[config.mk]
export PLATFORM = sky130hd
export DESIGN_NAME = sdi_interrupt_bits
export DESIGN_NICKNAME = d
export VERILOG_FILES = /design/src/rtl/sdi_pkg.sv /design/src/rtl/sdi_interrupt_bits.sv
export SDC_FILE = /design/constraint.sdc
export NUM_CORES = 1
export LEC_CHECK = 0
export BUFFER_PORTS_ARGS = -buffer_cell sky130_fd_sc_hd__buf_2
export CAP_MARGIN = 20
export CORE_AREA = 5 5 102 104
export DETAILED_ROUTE_END_ITERATION = 8
export DIE_AREA = 0 0 107 109
export GPL_ROUTABILITY_DRIVEN = 0
export SYNTH_ARGS = -nofsm -noshare
export SYNTH_HDL_FRONTEND = slang
export SYNTH_SLANG_ARGS = --single-unit
[constraint.sdc]
create_clock -name i_clk -period 2.8 [get_ports i_clk]
set_input_delay 0.14 -clock i_clk [delete_from_list [all_inputs] [get_ports i_clk]]
set_output_delay 0.14 -clock i_clk [all_outputs]
set_load 0.05 [all_outputs]
[src/rtl/sdi_pkg.sv]
// Package of bit positions, reset values and widths for the south display interrupt block.
`default_nettype none
package sdi_pkg;
	// ----------------------------------------------------------------
	// Shared bit layout
	// ----------------------------------------------------------------
	localparam int unsigned REG_W = 32;
	localparam int unsigned BIT_AUD_PORT_D = 27;
	localparam int unsigned BIT_AUD_PORT_C = 26;
	localparam int unsigned BIT_AUD_PORT_B = 25;
	localparam int unsigned BIT_SERIAL_BUS = 24;
	// Bits that hold storage; 31:28 and 23 are reserved and stay zero.
	localparam logic [31:0] IMPL_MASK = 32'h0f00_0000;
	// ----------------------------------------------------------------
	// Reset values
	// ----------------------------------------------------------------
	localparam logic [31:0] MASK_RESET = 32'hfffe_dfff;
	localparam logic [31:0] ENABLE_RESET = 32'h0000_0000;
	localparam logic [31:0] IDENT_RESET = 32'h0000_0000;
	// ----------------------------------------------------------------
	// Arming states of the double-buffered enable register
	// ----------------------------------------------------------------
	typedef enum logic [1:0] {
		SDI_IDLE = 2'b01,
		SDI_ARMED = 2'b10
	} sdi_arm_t;
endpackage
`default_nettype wire

[src/rtl/sdi_interrupt_bits.sv]
// South display engine shared interrupt bits with mask, identity and buffered enable.
`default_nettype none
// Notes on behaviour
// - Reserved bits 31:28 and 23 ignore writes and read zero.
// - Read-only bits show hardware values; writes never change them.
// - Read/clear bits set by events, cleared only by write data ones.
// - Double-buffered first stage takes writes and supplies readback.
// - At update point first stage copies to second, which drives hardware.
// - With arming, transfer waits until arm register is written.
// - Bits 27, 26, 25 pulse on audio power change, ports D, C, B.
// - Bit 24 pulses on any unmasked serial bus controller event.
// - Status is live; unmasked conditions latch; enables select interrupts.
module sdi_interrupt_bits (
	input wire logic i_clk, // 125 MHz clock
	input wire logic i_srst, // Synchronous reset, active high
	input wire logic i_ce, // Clock enable; low freezes all state
	input wire logic i_aud_pwr_d, // Audio power change pulse, port D
	input wire logic i_aud_pwr_c, // Audio power change pulse, port C
	input wire logic i_aud_pwr_b, // Audio power change pulse, port B
	input wire logic [31:0] i_serial_bus_events, // Raw serial bus controller events
	input wire logic [31:0] i_serial_bus_interrupt_mask, // One enables that event
	input wire logic i_mask_we, // Write strobe, condition mask
	input wire logic i_ident_we, // Write strobe, identity (write one to clear)
	input wire logic i_enable_we, // Write strobe, enable first stage
	input wire logic i_arm_we, // Write strobe of the arming register
	input wire logic i_arm_mode, // High: enable update waits for arm write
	input wire logic i_update_point, // Update point pulse, e.g. frame start
	input wire logic [31:0] i_wdata, // Write data for mask, identity and enable strobes
	input wire logic i_north_clear, // North identity bit clear pulse
	output logic [31:0] o_live_condition_status, // Live status, read-only
	output logic [31:0] o_condition_mask, // Mask readback
	output logic [31:0] o_south_interrupt_identity, // Identity readback
	output logic [31:0] o_interrupt_enable_bits, // Enable first-stage readback
	output logic [31:0] o_enable_active, // Enable second stage
	output logic o_north_south_event, // South event bit of north identity
	output logic o_cpu_irq // Interrupt request to processor
);
	logic [31:0] events_d;
	logic [31:0] status_q;
	logic [31:0] mask_q;
	logic [31:0] ident_q;
	logic [31:0] ident_d;
	logic [31:0] en_first_q;
	logic [31:0] en_second_q;
	logic north_q;
	logic irq_q;
	logic ident_any_q;
	sdi_pkg::sdi_arm_t arm_q;
	logic transfer;

	function automatic logic [31:0] impl_only(input logic [31:0] v);
		impl_only = v & sdi_pkg::IMPL_MASK;
	endfunction

	// ----------------------------------------------------------------
	// Event mapping into the shared layout
	// ----------------------------------------------------------------
	always_comb
	begin
		events_d = 32'h0000_0000;
		events_d[sdi_pkg::BIT_AUD_PORT_D] = i_aud_pwr_d;
		events_d[sdi_pkg::BIT_AUD_PORT_C] = i_aud_pwr_c;
		events_d[sdi_pkg::BIT_AUD_PORT_B] = i_aud_pwr_b;
		events_d[sdi_pkg::BIT_SERIAL_BUS] =
			|(i_serial_bus_events & i_serial_bus_interrupt_mask);
	end

	// Live status: sources are pulses, so status is a one-cycle copy.
	always_ff @(posedge i_clk)
	begin
		if (i_srst)
			status_q <= 32'h0000_0000;
		else if (i_ce)
			status_q <= impl_only(events_d);
	end

	always_ff @(posedge i_clk)
	begin
		if (i_srst)
			mask_q <= impl_only(sdi_pkg::MASK_RESET);
		else if (i_ce && i_mask_we)
			mask_q <= impl_only(i_wdata);
	end

	// ----------------------------------------------------------------
	// Identity: set wins over a clear in the same cycle
	// ----------------------------------------------------------------
	always_comb
	begin
		ident_d = ident_q;
		if (i_ident_we)
			ident_d = ident_d & ~i_wdata;
		ident_d = impl_only(ident_d | (events_d & ~mask_q));
	end

	always_ff @(posedge i_clk)
	begin
		if (i_srst)
			ident_q <= sdi_pkg::IDENT_RESET;
		else if (i_ce)
			ident_q <= ident_d;
	end

	// ----------------------------------------------------------------
	// Double-buffered enable with optional arming
	// ----------------------------------------------------------------
	assign transfer = i_update_point && (!i_arm_mode || arm_q == sdi_pkg::SDI_ARMED);

	always_ff @(posedge i_clk)
	begin
		if (i_srst)
			en_first_q <= sdi_pkg::ENABLE_RESET;
		else if (i_ce && i_enable_we)
			en_first_q <= impl_only(i_wdata);
	end

	always_ff @(posedge i_clk)
	begin
		if (i_srst)
			en_second_q <= sdi_pkg::ENABLE_RESET;
		else if (i_ce && transfer)
			en_second_q <= en_first_q;
	end

	always_ff @(posedge i_clk)
	begin
		if (i_srst)
			arm_q <= sdi_pkg::SDI_IDLE;
		else if (i_ce)
		begin
			case (arm_q)
				sdi_pkg::SDI_IDLE: if (i_arm_we) arm_q <= sdi_pkg::SDI_ARMED;
				sdi_pkg::SDI_ARMED: if (transfer) arm_q <= sdi_pkg::SDI_IDLE;
				default: arm_q <= sdi_pkg::SDI_IDLE;
			endcase
		end
	end

	// ----------------------------------------------------------------
	// North combining: a new south event sets the north bit only once
	// the identity register has been fully drained, so software must
	// clear every south bit before it can see the next one.
	// ----------------------------------------------------------------
	always_ff @(posedge i_clk)
	begin
		if (i_srst)
		begin
			north_q <= 1'b0;
			ident_any_q <= 1'b0;
		end
		else if (i_ce)
		begin
			ident_any_q <= |ident_d;
			if (!ident_any_q && |ident_d)
				north_q <= 1'b1;
			else if (i_north_clear)
				north_q <= 1'b0;
		end
	end

	always_ff @(posedge i_clk)
	begin
		if (i_srst)
			irq_q <= 1'b0;
		else if (i_ce)
			irq_q <= |(ident_d & en_second_q);
	end

	assign o_live_condition_status = status_q;
	assign o_condition_mask = mask_q;
	assign o_south_interrupt_identity = ident_q;
	assign o_interrupt_enable_bits = en_first_q;
	assign o_enable_active = en_second_q;
	assign o_north_south_event = north_q;
	assign o_cpu_irq = irq_q;
endmodule // sdi_interrupt_bits
`default_nettype wire

# Word-level counts from Yosys, hierarchy flattened
# Cells that the tools add are included.
# word_totals
ff_bits,25
wordCells,40
rom_bits,0
n_memories,0
latch_bits,0
input_bits,109
ramBits,0
out_inout_bits,162
# classes
n_addsub,0
n_eq_ne,4
n_div,0
shifts,0
reduce_logical,14
multipliers,0
magnitude_cmp,0
muxes,6
bitwise_logic,7
# op_table
op,count
28-bit bitwise AND,3
32-bit OR reduction,2
28-bit inverter,2
32-bit bitwise AND,1
28-bit 2-to-1 mux,1
28-bit bitwise OR,1
1-bit logical AND,5
2-bit 2-to-1 mux,2
2-bit != test (second input constant),2
2-bit case mux with 2 select lines,1
4-bit OR reduction,1
3-bit AND reduction,1
2-bit by 1-bit equality test with 1-bit output (second input constant),1
2-bit equality test (second input constant),1
1-bit logical NOT,2
1-bit 2-to-1 mux,2
2-bit AND reduction,1
2-bit nonzero test,1
1-bit logical OR,1

# Longest topological paths before layout
# Gate-level depths: netlist of run 1.
# logic_depth
word_depth,8
depth_mapped,6
ltp_nobuf,5

# Least setup slack after synthesis of run 1
# OpenSTA, ideal clock, no wires.
# synth_timing
kind,reg-to-reg
startpoint,"reg mask_q[26], in the netlist o_condition_mask[26]"
endpoint,"reg north_q, in the netlist o_north_south_event"
t_arrival_ps,1302
slack_ps,1359
required_time_ps,2661
setup_time_ps,139
stages_incl_launch_ff,6
synth_period_minus_slack_ps,1441
path_buffers,0
path_cell_list,dfxtp_1 nor2b_1 a21oi_2 nand3_1 nor3b_1 a221oi_2
# synth_via
elab_chain_len,7
word_cells_on_any_way,8
classes_between,1 x mux; 3 x bitwise; 4 x reduce/logical
# synth_lines
element,line_no,rtl
start: declaration,sdi_interrupt_bits.sv:40,logic [31:0] mask_q;
start signal: assignment,sdi_interrupt_bits.sv:80,mask_q <= impl_only(sdi_pkg::MASK_RESET);
start signal: assignment,sdi_interrupt_bits.sv:82,mask_q <= impl_only(i_wdata);
28-bit inverter *,sdi_interrupt_bits.sv:93,ident_d = impl_only(ident_d | (events_d & ~mask_q));
28-bit bitwise AND *,sdi_interrupt_bits.sv:93,
28-bit bitwise OR *,sdi_interrupt_bits.sv:93,
4-bit OR reduction *,sdi_interrupt_bits.sv:154,if (!ident_any_q && |ident_d)
1-bit logical AND *,sdi_interrupt_bits.sv:154,
2-bit nonzero test (no line),-,
2-bit AND reduction (no line),-,
end signal: assignment,sdi_interrupt_bits.sv:148,north_q <= 1'b0;
end signal: assignment,sdi_interrupt_bits.sv:155,north_q <= 1'b1;
end signal: assignment,sdi_interrupt_bits.sv:157,north_q <= 1'b0;
end: declaration,sdi_interrupt_bits.sv:45,logic north_q;
# Every way passes the cells marked *; elsewhere a longest branch is shown, timed or not.
# A chain may end at the register's enable or synchronous reset.

# Worst setup path after layout of run 1
# layout_timing
startpoint,reg arm_q[1]
endpoint,"reg en_second_q[26], in the netlist o_enable_active[26]"
# layout_via
elab_chain_len,4
# layout_lines
element,line_no,rtl
start: declaration,sdi_interrupt_bits.sv:48,sdi_pkg::sdi_arm_t arm_q;
start signal: assignment,sdi_interrupt_bits.sv:128,arm_q <= sdi_pkg::SDI_IDLE;
start signal: assignment,sdi_interrupt_bits.sv:132,sdi_pkg::SDI_IDLE: if (i_arm_we) arm_q <= sdi_pkg::SDI_ARMED;
start signal: assignment,sdi_interrupt_bits.sv:133,sdi_pkg::SDI_ARMED: if (transfer) arm_q <= sdi_pkg::SDI_IDLE;
2-bit equality test,sdi_interrupt_bits.sv:107,assign transfer = i_update_point && (!i_arm_mode || arm_q == sdi_pkg::SDI_ARMED);
1-bit logical OR,sdi_interrupt_bits.sv:107,
1-bit logical AND,sdi_interrupt_bits.sv:107,
1-bit logical AND,sdi_interrupt_bits.sv:121,else if (i_ce && transfer)
end signal: assignment,sdi_interrupt_bits.sv:120,en_second_q <= sdi_pkg::ENABLE_RESET;
end signal: assignment,sdi_interrupt_bits.sv:122,en_second_q <= en_first_q;
end: declaration,sdi_interrupt_bits.sv:44,logic [31:0] en_second_q;
# No other way between the ends.

==> results by group, run 1 <==
Status
  • Outcome: complete, no violations

Clocking
  • Post-CTS sizing: 0
  • CTS buffer count: 3
  • Setup Buffers After CTS: 0
  • Clock transition at the registers of the reported paths: 90 ps
  • Clk root buf: clkbuf_8
  • Clock Latency Late Sink: 270 ps
  • Post-CTS Hold Fix Bufs: 0
  • CTS Buffer Depth: 2
  • Sinks on Clock Net: 25
  • CTS tree: yes
  • Htree depth: 1

Hold path
  • Hold endpoint: o_live_condition_status[27]$_SDFFE_PP0P_
  • Min-delay worst type: in2reg
  • Hold path depth: 3
  • Hold Startpoint: i_aud_pwr_d

Finish
  • Utilization after layout: roughly a quarter
  • Area growth syn-to-layout: 6.076%
  • Nets: 490
  • Filler cells: 1038
  • Layout cells sized above 1: about 30%
  • Inserted Diodes: 0
  • Final cell count without fillers: 494

Worst setup path
  • Nature of the critical path startpoint: register
  • Data required, critical path: 2940 ps
  • R2R cell count: 5
  • Worst-path cell chain: inv_1 > o21ai_0 > and3_1 > mux2i_1 > nor2_1
  • Slowest stage delay, CP: 340 ps
  • Worst Path Class, Setup: reg2reg
  • Slowest cell on crit path: and3_1
  • Setup slack, reg-to-reg: between 1500 and 2000 ps
  • R2R Path Start: arm_q[1]$_SDFFE_PP0P_
  • R2r endpoint: o_enable_active[26]$_SDFFE_PP0P_
  • CP arrival: approximately 1400 ps
  • Crit Path Max Fanout: 4
  • Crit. End Element: register

Floorplanning
  • Top-level I/O count: 271
  • Core Box Area: 9459 µm²
  • Die Y: 109 µm
  • Die area: 11660 µm²
  • Die Wd: ~110 µm
  • Placement Rows: 36
  • Initial Util: 24.17%

Routing
  • Final WL: 5.737 mm
  • Via count: roughly 1800
  • Routed WL per cell: around 12 µm
  • Starting DRT DRC Count: 65
  • DR pass1 iterations: 4
  • Vias per cell: ~3.7
  • # DRC: 0
  • Final antenna-violating net count: 0

Place
  • DP Cell Count: 490
  • Port Buf Inserts: 102
  • Dpl hpwl: 5.150 mm

Timing
  • Fin crit period: 1286 ps
  • RSZ-0062 raised after global routing: no
  • Setup tns final: 0 ps
  • Final Max Tran Viols: 0
  • Fin. Hold Viols: 0
  • Max-slew headroom: 60.59%
  • Setup violators final: 0
  • Final period util: 45.93%
  • Worst Clk Skew: 4.757 ps
  • Peak Freq: 777.5 MHz
  • Hold WS: about 120 ps
  • Slew @ Worst Pin: between 500 and 600 ps

Global route
  • Global-route wire length before repair: 8.004 mm
  • Gr usage total: roughly 8.4%
  • Largest net degree at the start of global routing: 34
  • Met2 Usage GRT: between 10% and 20%
  • Global Route met1 Usage: roughly a tenth
  • Initial antenna violation count: 0
  • Number of global-route vias before repair: roughly 1600
  • Remaining global-route overflow: 0
  • Met3 Usage GRT: 2.546%
  • Most Used Layer, Global Route: met2

Synth
  • Yosys cell types: 32
  • Post-Syn Area per Cell: approximately 8 µm²
  • Seq/Total Area, Yosys: 21.89%
  • Post-Syn Area: ~2300 µm²
  • Syn. warnings: 0
  • Yosys reg bits: 25
  • Synth Instances: 282

Power
  • Static Leak: 1.348 nW
  • Power Total: 1.237 mW
  • Pwr/cell area: 510.3 nW/µm²
  • Peak VDD IR: 212.7 µV

Run
  • Max Cap Violations: 0
-- layout make-up --
cell class | count | area, µm² | share of cell area [%]
multi-input combinational | 247 | 1217 | 50.21
inverter | 2 | 7.507 | 0.3096
timing repair buffer | 102 | 510.5 | 21.05
clock buffer | 3 | 41.29 | 1.703
clock inverter | 1 | 5.005 | 0.2064
sequential | 25 | 500.5 | 20.64
tap | 114 | 142.6 | 5.882
-- routing by layer --
metal | vias to the layer above | wire (µm)
met5 | - | 0
met4 | 0 | 0
met3 | 0 | 754
met2 | 135 | 2991
met1 | 817 | 1990
li1 | 865 | -
-- metrics by stage --
step	area, µm²	setup slack [ps]
floorplan	2808	1359
global placement	2379	1341
detailed placement	2379	1329
CTS	2425	1484
global route	2425	1352
finish	2425	1514
-- registers in the layout, summed over array words and instances, names as in the netlist --
name,flops
o_interrupt_enable_bits,4
ident_any_q,1
o_condition_mask,4
o_cpu_irq,1
o_enable_active,4
arm_q,2
o_south_interrupt_identity,4
o_live_condition_status,4
o_north_south_event,1
-- power by group --
| part | internal [mW] | switching, mW | total [mW] |
|---|---|---|---|
| Sequential | 0.375 | 0.0127 | 0.388 |
| Combinational | 0.0899 | 0.547 | 0.637 |
| Clock | 0.0994 | 0.113 | 0.212 |
-- Yosys cell counts (all sizes together) --
cell / n / share of area [%]
a211o: 4 / 1.5
a211oi: 3 / 0.99
a21boi: 3 / 0.99
a21o: 1 / 0.33
a21oi: 7 / 1.7
a221oi: 3 / 2.0
a22o: 2 / 0.77
a22oi: 12 / 3.9
a311oi: 1 / 0.66
a31o: 1 / 0.77
and3: 7 / 1.9
and4: 1 / 0.44
buf: 143 / 47
clkbuf: 4 / 0.71
conb: 1 / 0.16
dfxtp: 25 / 22
inv: 2 / 0.33
mux2i: 7 / 3.1
nand2: 11 / 1.8
nand2b: 3 / 0.82
nand3: 6 / 1.3
nand4: 3 / 0.82
nor2: 19 / 3.1
nor2b: 3 / 0.82
nor3: 1 / 0.22
nor3b: 1 / 0.33
o2111ai: 1 / 0.38
o21ai: 6 / 1.3
o22ai: 1 / 0.27
-- placed cells by master (no fill, tap or decap), drive strengths merged --
cell type,netlist,final
a21boi,3,3
a21oi,7,7
o21ai,6,6
nor3b,1,1
clkinv,0,1
nand2,11,11
and4,1,1
nand2b,3,3
and3,7,7
buf,143,102
a31o,1,1
a21o,1,1
a22oi,12,12
o22ai,1,1
a211o,4,4
nand3,6,6
conb,1,140
a22o,2,2
nand4,3,3
a221oi,3,3
dfxtp,25,25
o2111ai,1,1
a211oi,3,3
a311oi,1,1
nor2b,3,3
nor2,19,19
mux2i,7,7
clkbuf,4,3
inv,2,2
nor3,1,1
-- worst max-delay path: cells and delay by family (launching register included) --
kind                   cells  cell delay (ps)
and+or+nand+nor            2              390
muxes                      1              230
buffers and inverters      1               60
DFF                        1              330
AOI/OAI and AO/OA          1              160
-- cells by family (layout without fill, tap and decap cells) --
kind of cell	after synthesis	count (layout)	synth area share, %
buffers and inverters	149	108	47.67
and+or+nand+nor	55	55	11.60
AOI/OAI and AO/OA	45	45	15.60
DFF	25	25	21.89
muxes	7	7	3.065
other	1	140	0.1640
-- worst max-delay path by stage --
stage	start	endpoint	slack (ps)	cells past startpoint
after floorplan	o_condition_mask[26]$_SDFFE_PP1P_	o_north_south_event$_SDFFE_PP0P_	1360	5
after global placement	i_ce	o_enable_active[25]$_SDFFE_PP0P_	1340	4
after detailed placement	i_ce	o_enable_active[26]$_SDFFE_PP0P_	1330	4
after CTS	arm_q[1]$_SDFFE_PP0P_	o_enable_active[26]$_SDFFE_PP0P_	1480	5
after global routing	arm_q[1]$_SDFFE_PP0P_	o_enable_active[26]$_SDFFE_PP0P_	1350	5
final	arm_q[1]$_SDFFE_PP0P_	o_enable_active[26]$_SDFFE_PP0P_	1510	5
Power figures use the tool's default switching activity.
==> run 2: changes to the inputs <==
- CORE_AREA: 5 5 102 104 -> 5 5 103 105
- DIE_AREA: 0 0 107 109 -> 0 0 108 110
- clock period: 2.8 -> 1 ns (I/O delays scaled with it)
==> run 2 against run 1 <==
  * The run now ends with setup timing left
  * Hold slack worse by 78 ps
  * Total power rose to 2.9 times the previous value
  * Sequential power grew to 2.8 times the previous value
  * Final cell count up 6.7%
  * First-iteration DRC count decreased by 52%
  * Maximum frequency rose by 10%
  * Global-route usage grew 0.26 points
  * Clock skew shrank 2.4 ps
  * Setup slack lost 1700 ps
  * Combinational power rose to 3.0 times the previous value
  * Non-clock buffer count is 14 higher
==> results by group, run 2 (synthesis gave the netlist of run 1 again) <==
Finish
  • Inserted Diodes: 0
  • Nets: 504
  • Final cell count without fillers: 527
  • Area growth syn-to-layout: 18.45%
  • Layout cells sized above 1: 39.09%
  • Filler cells: 1077
  • Fin area: 2708 µm²
  • Leading cell types in the layout, fill and taps excluded: conb_1 (140), buf_2 (88), nor2_1 (17), buf_4 (17)
  • Commonest non-fill, non-tap cell in the layout: conb_1
  • Utilization after layout: 28.35%

Worst setup path
  • Worst-path cell chain: a21boi_4 > nor2_2 > nand3_2 > nor3b_2 > a221oi_2
  • Data required, critical path: 1140 ps
  • R2r endpoint: o_north_south_event$_SDFFE_PP0P_
  • Crit Path Max Fanout: 2
  • CP endpoint: o_north_south_event$_SDFFE_PP0P_
  • Setup slack, reg-to-reg: -170 ps
  • R2R cell count: 5
  • Worst Path Class, Setup: reg2reg
  • Nature of the critical path startpoint: register
  • Slowest cell on crit path: dfxtp_4
  • Setup crit start: o_south_interrupt_identity[27]$_SDFFE_PP0P_
  • Crit. End Element: register
  • R2R Path Start: o_south_interrupt_identity[27]$_SDFFE_PP0P_
  • Slowest stage delay, CP: 350 ps
  • CP arrival: 1310 ps

Place
  • Dpl ws: -229.9 ps
  • Port Buf Inserts: approximately 100
  • Placed Area: roughly 2600 µm²
  • DP Cell Count: ~520
  • Dpl hpwl: 5.350 mm

Timing
  • Final Max Tran Viols: 0
  • Final period util: 116.6%
  • Peak Freq: 858.0 MHz
  • Setup tns final: -645.3 ps
  • Worst Clk Skew: 2.363 ps
  • RSZ-0062 raised after global routing: yes
  • Fin. Hold Viols: 0
  • Fin crit period: 1166 ps
  • Setup violators final: 8
  • Setup WS post-layout: -165.5 ps

Global route
  • Remaining global-route overflow: 0
  • Initial antenna violation count: 0
  • Gr usage total: under 10%
  • Largest net degree at the start of global routing: 29
  • Number of global-route vias before repair: 1742
  • Global-route wire length before repair: 8.307 mm

Routing
  • # DRC: 0
  • Via count: 1863
  • Starting DRT DRC Count: 31
  • DR pass1 iterations: 4
  • Routed WL per cell: 11.64 µm
  • Vias per cell: between 3 and 4
  • Final antenna-violating net count: 0
  • Final WL: 6.133 mm

Hold path
  • Min-delay worst type: in2reg

Clocking
  • Clk root buf: clkbuf_8
  • CTS buffer count: 3
  • Htree depth: 1
  • Sinks on Clock Net: 25
  • Clock transition at the registers of the reported paths: around 100 ps
  • CTS Buffer Depth: 2
  • Post-CTS Hold Fix Bufs: 0
  • CTS tree: yes
  • Clock Latency Late Sink: roughly 270 ps

Floorplanning
  • Initial Util: 23.94%
  • Die area: 11880 µm²
  • Die Wd: 108 µm
  • Placement Rows: 36
  • Core Box Area: about 9500 µm²
  • Top-level I/O count: 271
  • Die Y: 110 µm

Status
  • Failing checks: setup timing
  • Outcome: finished, violations left

Run
  • Max Cap Violations: 0

Power
  • Peak VDD IR: 567.0 µV
  • Static Leak: 1.453 nW
  • Pwr/cell area: 1341 nW/µm²
run 2: per-layer routing:
layer | GRT usage [%] | wire length [µm] | vias up
met3 | 1.747 | 644 | 0
met1 | 9.785 | 2204 | 848
li1 | - | - | 889
met4 | 1.082 | 0 | 0
met5 | 0 | 0 | -
met2 | 17.23 | 3283 | 126
run 2: through the flow:
stage	hold slack (ps)	total power [mW]
finish	43.26	3.632
global route	55.45	3.816
CTS	28.31	3.629
detailed placement	319.0	2.953
global placement	311.9	2.938
floorplan	197.2	3.058
run 2: final cells by class:
| cell class | instances | area (µm²) | share of cell area [%] |
|---|---|---|---|
| Clock inverter | 1 | 6.256 | 0.2311 |
| Sequential cell | 25 | 529.3 | 19.55 |
| Clock buffer | 3 | 41.29 | 1.525 |
| Inverter | 2 | 7.507 | 0.2773 |
| Multi-Input combinational cell | 247 | 1275 | 47.09 |
| Timing Repair Buffer | 116 | 681.9 | 25.18 |
| Tap cell | 133 | 166.4 | 6.146 |
run 2: repair_timing:
item	in CTS	in global routing
buffers inserted	1	0
pin swaps	4	7
setup endpoints to repair	15	22
resized for setup	12	22
run 2: worst min-delay path by stage:
stage / slack (ps) / from / end / depth (start not counted)
detailed placement: 320 / i_aud_pwr_b / o_live_condition_status[25]$_SDFFE_PP0P_ / 3
finish: 40 / i_aud_pwr_b / o_live_condition_status[25]$_SDFFE_PP0P_ / 3
global placement: 310 / i_aud_pwr_d / o_live_condition_status[27]$_SDFFE_PP0P_ / 3
global route: 60 / i_wdata[25] / o_interrupt_enable_bits[25]$_SDFFE_PP0P_ / 3
floorplan: 200 / i_aud_pwr_b / o_live_condition_status[25]$_SDFFE_PP0P_ / 2
CTS: 30 / i_aud_pwr_b / o_live_condition_status[25]$_SDFFE_PP0P_ / 3
run 2: where the power goes:
part	switching, mW	leakage [nW]	total (mW)	internal, mW
combinational	1.57	1.22	1.91	0.339
sequential	0.0345	0.210	1.08	1.05
clock	0.349	0.0260	0.634	0.285
total	1.96	1.45	3.63	1.67
run 2: critical path: cells and delay by family (launching register included):
kind             cells  cell delay [ps]
AO/OA/AOI/OAI        2              200
flip-flops           1              350
AND/OR/NAND/NOR      3              470
